==> src/common/imc_pkg.sv <==
// Package: register map, lane layout and encodings of the mode control block
package imc_pkg;
  localparam int IMC_NSRC = 8;
  localparam int IMC_LANE_W = 8;
  localparam logic [31:0] IMC_ADDR_MODE0 = 32'hFFFFE000;
  localparam logic [31:0] IMC_ADDR_MODE1 = 32'hFFFFE004;
  localparam logic [31:0] IMC_ADDR_STATUS = 32'hFFFFE010;
  localparam logic [31:0] IMC_ADDR_MASK = 32'hFFFFE014;
  localparam logic [31:0] IMC_ADDR_RAW = 32'hFFFFE018;
  localparam int IMC_LVL_LSB = 0;
  localparam int IMC_DMA_BIT = 4;
  localparam int IMC_COND_LSB = 5;
  localparam logic [7:0] IMC_LANE_WMASK = 8'h77;
  localparam logic [31:0] IMC_RESET_VAL = 32'h00000000;
  localparam logic [2:0] IMC_LVL_OFF = 3'h0;
  typedef enum logic [1:0] {
    IMC_COND_LOW = 2'h0,
    IMC_COND_HIGH = 2'h1,
    IMC_COND_FALL = 2'h2,
    IMC_COND_RISE = 2'h3
  } imc_cond_t;
endpackage

==> src/common/imc_det_if.sv <==
// Interface: lane fields and detected requests between top and detector
`timescale 1ns/1ps
`default_nettype none
interface imc_det_if #(parameter int N = 8);
  logic [N-1:0] req_sync;
  logic [2*N-1:0] cond;
  logic [N-1:0] hit;
  modport top (output req_sync, output cond, input hit);
  modport det (input req_sync, input cond, output hit);
endinterface
`default_nettype wire

==> src/rtl/imc_detect.sv <==
// Module: per-source request detector, level or edge by mode field
`timescale 1ns/1ps
`default_nettype none
module imc_detect
  import imc_pkg::*;
#(
  parameter int N = 8
) (
  input wire logic clk,
  input wire logic resetn,
  imc_det_if.det bus
);
  logic [N-1:0] prev;

  always_ff @(posedge clk or negedge resetn) begin
    if (!resetn) begin
      prev <= '0;
    end else begin
      prev <= bus.req_sync;
    end
  end

  genvar g;
  generate
    for (g = 0; g < N; g++) begin : g_src
      always_comb begin
        case (imc_cond_t'(bus.cond[2*g +: 2]))
          IMC_COND_LOW: bus.hit[g] = !bus.req_sync[g];
          IMC_COND_HIGH: bus.hit[g] = bus.req_sync[g];
          IMC_COND_FALL: bus.hit[g] = prev[g] && !bus.req_sync[g];
          IMC_COND_RISE: bus.hit[g] = !prev[g] && bus.req_sync[g];
          default: bus.hit[g] = 1'b0;
        endcase
      end
    end
  endgenerate
endmodule
`default_nettype wire

==> src/rtl/imc_top.sv <==
// Module: interrupt mode control registers with routing to cpu or dma
//
// Operation
// Two-bit condition: 00 low, 01 high, 10 falling, 11 rising edge.
// DMA select bit makes the source a DMA trigger, else not.
// DMA select clear: level field gives priority, 000 disables, else 1-7.
// DMA select set: the same field is read as DMA channel.
// Channel codes 000-011 give channels 0-3, 100-111 channels 4-7.
// Unused lane bits read zero; all fields reset to zero.
`timescale 1ns/1ps
`default_nettype none
module imc_top
  import imc_pkg::*;
#(
  parameter int N = IMC_NSRC
) (
  input wire logic clk,
  input wire logic resetn,
  input wire logic [31:0] addr,
  input wire logic [31:0] wdata,
  input wire logic wr,
  input wire logic rd,
  output logic [31:0] rdata,
  input wire logic [N-1:0] req_in,
  output logic [N-1:0] cpu_req,
  output logic [2:0] cpu_level,
  output logic [N-1:0] dma_trig,
  output logic [7:0] dma_ch_req,
  output logic irq
);
  localparam int NW = (N * IMC_LANE_W + 31) / 32;

  logic [N*IMC_LANE_W-1:0] lanes;
  logic [N-1:0] sync1;
  logic [N-1:0] sync2;
  logic [N-1:0] status;
  logic [N-1:0] mask;
  logic [N-1:0] hit;
  logic [N-1:0] next_cpu_req;
  logic [N-1:0] next_dma_trig;
  logic [7:0] next_dma_ch;
  logic [2:0] next_level;
  logic [31:0] next_rdata;

  imc_det_if #(.N(N)) det_bus ();

  function automatic logic [7:0] lane_of(input int i,
      input logic [N*IMC_LANE_W-1:0] l);
    lane_of = l[i*IMC_LANE_W +: IMC_LANE_W];
  endfunction

  function automatic logic word_hit(input logic [31:0] a, input int w);
    word_hit = (a == IMC_ADDR_MODE0 + 32'(w * 4));
  endfunction

  // Request pins pass two flops first
  always_ff @(posedge clk or negedge resetn) begin
    if (!resetn) begin
      sync1 <= '0;
      sync2 <= '0;
    end else begin
      sync1 <= req_in;
      sync2 <= sync1;
    end
  end

  genvar g;
  generate
    for (g = 0; g < N; g++) begin : g_lane
      assign det_bus.cond[2*g +: 2] =
        lanes[g*IMC_LANE_W + IMC_COND_LSB +: 2];
    end
  endgenerate
  assign det_bus.req_sync = sync2;
  assign hit = det_bus.hit;

  imc_detect #(.N(N)) u_det (
    .clk(clk),
    .resetn(resetn),
    .bus(det_bus)
  );

  // Mode lanes; reserved bits never stored
  generate
    for (g = 0; g < N; g++) begin : g_reg
      always_ff @(posedge clk or negedge resetn) begin
        if (!resetn) begin
          lanes[g*IMC_LANE_W +: IMC_LANE_W] <= '0;
        end else if (wr && word_hit(addr, g / 4)) begin
          lanes[g*IMC_LANE_W +: IMC_LANE_W] <=
            wdata[(g % 4)*IMC_LANE_W +: IMC_LANE_W] & IMC_LANE_WMASK;
        end
      end
    end
  endgenerate

  // Routing of each detected request
  always_comb begin
    logic [7:0] ln;
    logic [2:0] fld;
    ln = '0;
    fld = '0;
    next_cpu_req = '0;
    next_dma_trig = '0;
    next_dma_ch = '0;
    next_level = '0;
    for (int i = 0; i < N; i++) begin
      ln = lane_of(i, lanes);
      fld = ln[IMC_LVL_LSB +: 3];
      if (ln[IMC_DMA_BIT]) begin
        next_dma_trig[i] = hit[i];
        if (hit[i]) begin
          next_dma_ch[fld] = 1'b1;
        end
      end else if (fld != IMC_LVL_OFF) begin
        next_cpu_req[i] = hit[i];
        if (hit[i] && fld > next_level) begin
          next_level = fld;
        end
      end
    end
  end

  always_ff @(posedge clk or negedge resetn) begin
    if (!resetn) begin
      cpu_req <= '0;
      dma_trig <= '0;
      dma_ch_req <= '0;
      cpu_level <= '0;
    end else begin
      cpu_req <= next_cpu_req;
      dma_trig <= next_dma_trig;
      dma_ch_req <= next_dma_ch;
      cpu_level <= next_level;
    end
  end

  // Sticky status; set beats write-one-to-clear
  always_ff @(posedge clk or negedge resetn) begin
    if (!resetn) begin
      status <= '0;
    end else if (wr && addr == IMC_ADDR_STATUS) begin
      status <= (status & ~wdata[N-1:0]) | next_cpu_req;
    end else begin
      status <= status | next_cpu_req;
    end
  end

  always_ff @(posedge clk or negedge resetn) begin
    if (!resetn) begin
      mask <= '0;
    end else if (wr && addr == IMC_ADDR_MASK) begin
      mask <= wdata[N-1:0];
    end
  end

  // Level output, registered one cycle behind status
  always_ff @(posedge clk or negedge resetn) begin
    if (!resetn) begin
      irq <= 1'b0;
    end else begin
      irq <= |(status & mask);
    end
  end

  always_comb begin
    next_rdata = '0;
    for (int w = 0; w < NW; w++) begin
      if (word_hit(addr, w)) begin
        for (int b = 0; b < 4; b++) begin
          if (w * 4 + b < N) begin
            next_rdata[b*IMC_LANE_W +: IMC_LANE_W] =
              lane_of(w * 4 + b, lanes);
          end
        end
      end
    end
    if (addr == IMC_ADDR_STATUS) begin
      next_rdata[N-1:0] = status;
    end else if (addr == IMC_ADDR_MASK) begin
      next_rdata[N-1:0] = mask;
    end else if (addr == IMC_ADDR_RAW) begin
      next_rdata[N-1:0] = sync2;
    end
  end

  always_ff @(posedge clk or negedge resetn) begin
    if (!resetn) begin
      rdata <= IMC_RESET_VAL;
    end else if (rd) begin
      rdata <= next_rdata;
    end else begin
      rdata <= '0;
    end
  end
endmodule
`default_nettype wire

==> config.mk <==
export PLATFORM = sky130hd
export DESIGN_NAME = imc_top
export DESIGN_NICKNAME = d
export VERILOG_FILES = /design/src/common/imc_pkg.sv /design/src/common/imc_det_if.sv /design/src/rtl/imc_detect.sv /design/src/rtl/imc_top.sv
export SDC_FILE = /design/constraint.sdc
export NUM_CORES = 1
export LEC_CHECK = 0
export BUFFER_PORTS_ARGS = -buffer_cell sky130_fd_sc_hd__buf_2
export CORE_MARGIN = 2
export CORE_UTILIZATION = 55
export DETAILED_ROUTE_END_ITERATION = 7
export PLACE_DENSITY = 0.79
export SYNTH_ARGS = -nofsm -noshare
export SYNTH_HDL_FRONTEND = slang
export SYNTH_SLANG_ARGS = --single-unit
==> constraint.sdc <==
create_clock -name clk -period 24.6 [get_ports clk]
set_input_delay 3.69 -clock clk [delete_from_list [all_inputs] [get_ports clk]]
set_output_delay 3.69 -clock clk [all_outputs]
set_load 0.02 [all_outputs]
==> impl_metrics.tcl <==
set metrics [dict create \
    grt_remaining_overflow 0 \
    total_length_of_routed_wires_mm 19.52 \
    drv_slew 0 \
    clock_power_share 0.495 \
    tritoncts "yes" \
    yosysWarnings 0 \
    wire_per_inst_um 19.74 \
    ir_drop_v 0.00005416 \
    cts_resized 0 \
    synthToLayoutAreaGrowth_pct 17.81 \
    mostFrequentLayoutCells "sky130_fd_sc_hd__dfrtp_1 (142), sky130_fd_sc_hd__buf_2 (122), sky130_fd_sc_hd__nand2_1 (69)" \
    io_buffers 123 \
    power.internal_w 0.0003955 \
    clock_skew_ns 0.006797 \
    insertion_delay_ns 0.43 \
    die_height_um 119.3 \
    cp_data_required_time_ns 24.91 \
    grt_util_all_layers 0.2880 \
    antenna-diode-count 0 \
    ys_ff_latch 142 \
    leakagePower_nw 4.209 \
    crit_path_top_delay_cell "sky130_fd_sc_hd__or4b_4" \
    timing.setup.critical_path_class "reg2reg" \
    initial_utilization 0.5583 \
    post_synth.cell_area_avg_um2 10.62 \
    final.fill_count 1015 \
    comb_power_share 0.040 \
    maximum_number_of_pins_on_one_net_before_global_route_repair 82 \
    finalWeightedCongestion 0.9352 \
    worst_setup_hold_path_clk_slew_ns 0.06 \
    ant_nets 0 \
    holdCritPathClass "reg2reg" \
    switching_share 0.2245 \
    portion_of_the_post_synthesis_area_used_by_sequential_elements 0.4864 \
    worstPathMaxFanout 7 \
    endpoint_arrival_time_on_the_critical_path_ns 11.96 \
    grt_setup_unrepaired "no" \
    max_slew.worst_pin.slew_ns 1.139 \
    dr.pass1.iters 7 \
    synth_cells 688 \
    timing.max_slew.rel_slack 0.2388 \
    outcome "complete, no violations" \
    final_nets 889 \
    cp-start-kind "flop" \
    total_switching_power_w 0.0001145 \
    drv.max_cap_violation_count 0 \
    count_of_flip_flops_with_a_built_in_enable_after_synthesis 0 \
    number_of_placed_instances_taps_included 957 \
    layout.cells.most_common "sky130_fd_sc_hd__dfrtp_1" \
    htreeDepth 4 \
    finalHoldViolations 0 \
    async_reset_ff_frac 1.000 \
    period_share 0.4737 \
    power_per_cell_area_nw_per_um2 59.26 \
    tns_ns 0 \
    floorplan.die.width_um 119.3 \
    total_number_of_vias 5982 \
    clock_root_buffer "sky130_fd_sc_hd__clkbuf_16" \
    finalSetupViolCount 0 \
    drive_gt1_frac 0.2989 \
    crit_top_cell "sky130_fd_sc_hd__ha_1" \
    cts.repair_timing.setup_buffer_count 0 \
    synth_top_cell_area_share 0.4864 \
    post_synth_instance_area_um2 7306 \
    grt_antenna_before_repair 0 \
    post_synth_num_cell_types 80 \
    ys_top_cells_by_area "sky130_fd_sc_hd__dfrtp_1 (49%), sky130_fd_sc_hd__mux2_2 (9.6%), sky130_fd_sc_hd__nand2_1 (3.5%)" \
    dpl.hpwl_mm 14.46 \
    cts.path.max_buffers 2 \
    clock_sinks 142 \
    placeableCoreArea_um2 13090 \
    pin_count 136 \
    grt_pass1_vias 6077 \
    tritoncts.num_buffers 17 \
    wire_length_of_the_first_global_routing_pass_mm 31.34 \
    cp_slowest_stage_delay_ns 0.61 \
    post-route-drc-count 0 \
    synth_ff_type "sky130_fd_sc_hd__dfrtp_1" \
    cts_hold_repair.buffers 0 \
    cp_endpoint_kind "flop" \
    initial_detailed_routing_violation_count 456 \
    standard_cell_rows 42 \
    sequentialPowerShare 0.465 \
    maxClockFrequency_mhz 85.82 \
    period_minus_slack_ns 11.65 \
    stdcell_count 989 \
    design.die.area_um2 14220 \
    synth_top_area_cell "sky130_fd_sc_hd__dfrtp_1" \
    avgViaCountPerCell 6.049 \
]
-- per-stage QoR --
| step | util | hold slack, ns | cell area (µm²) | total power (W) | setup slack, ns |
|---|---|---|---|---|---|
| finish | 0.6578 | 0.3511 | 8607 | 0.0005100 | 12.95 |
| global placement | 0.6132 | 0.3311 | 8024 | 0.0002609 | 13.56 |
| floorplan | - | 0.3312 | 7325 | 0.0002490 | 14.65 |
| detailed placement | 0.6132 | 0.3410 | 8024 | 0.0002620 | 13.13 |
| CTS | 0.6578 | 0.3523 | 8607 | 0.0005128 | 13.10 |
| global route | 0.6578 | 0.3524 | 8607 | 0.0005266 | 12.04 |
-- layout make-up --
type / count / area [µm²] / share of cell area
clock inverters: 12 / 136.4 / 0.01585
repair buffers: 126 / 644.4 / 0.07487
clock buffers: 20 / 446.7 / 0.05190
well taps: 176 / 220.2 / 0.02559
inverters: 21 / 78.83 / 0.009158
flip-flops and latches: 142 / 3553 / 0.4129
multi-input cells: 492 / 3527 / 0.4098
-- sequential cells by signal (all words and copies together) (netlist names) --
register	count
lanes	32
rdata	26
det_bus.cond	16
cpu_req	8
det_bus.req_sync	8
dma_ch_req	8
dma_trig	8
mask	8
status	8
sync1	8
u_det.prev	8
cpu_level	3
irq	1
-- kinds of logic (layout without fill, tap and decap cells) --
logic type,count (synthesis),after routing,synth area share
adders and majority gates,17,17,0.02792
AOI/OAI and AO/OA,137,137,0.1480
xor gates and xnor gates,9,9,0.01079
and+or+nand+nor,240,240,0.1680
muxes,83,83,0.1250
DFF,142,142,0.4864
other,1,6,0.0005133
buffers and inverters,59,179,0.03340
-- final timing paths --
kind | startpoint | endpoint | slack (ns) | cells after the start
setup / recovery | det_bus.cond[0] | cpu_level[0] | 12.95 | 52
hold / removal | sync1[1] | det_bus.req_sync[1] | 0.35 | 0
setup reg to reg | det_bus.cond[0] | cpu_level[0] | 12.95 | 52
hold reg to reg | sync1[1] | det_bus.req_sync[1] | 0.35 | 0
max in group asynchronous | resetn | rdata[2] | 19.98 | 2
min in group asynchronous | resetn | rdata[25] | 3.24 | 1
-- critical path, delay by kind of cell, from the launching register on --
kind,cells,cell delay (ns)
AOI/OAI and AO/OA,21,4.39
xor gates and xnor gates,1,0.20
DFF,1,0.43
and+or+nand+nor,21,3.95
adders and majority gates,9,2.55
-- cell usage after synthesis, drive strengths merged (6+ instances only) --
library cell  number
nand4             12
o21ai             17
o22ai              6
nor2              50
and3               7
a211oi             6
nand2b            10
a21o              10
a31oi              9
a22oi              8
mux2              63
a221oi            12
inv               21
dfrtp            142
nand2             69
clkbuf            29
nor3              18
nor2b             17
mux2i             20
a21oi             20
buf                9
ha                13
nand3             14
and2              15
-- power by group through the flow --
stage                     registers [W]  clock network (W)   logic [W]
after global routing           0.000237           0.000267   0.0000226
after detailed placement       0.000241                  0   0.0000205
final                          0.000237           0.000252   0.0000203
after CTS                      0.000237           0.000255   0.0000206
after global placement         0.000241                  0   0.0000197
after floorplan                0.000241                  0  0.00000790
-- metal layers --
metal / track usage / share of wire / vias up
met5: 0 / 0 / -
met4: 0.1205 / 0.034 / 0
met3: 0.07567 / 0.072 / 58
met2: 0.4720 / 0.49 / 290
met1: 0.3621 / 0.40 / 2905
li1: - / - / 2729
Note: power is estimated with default switching activity, not from simulation.
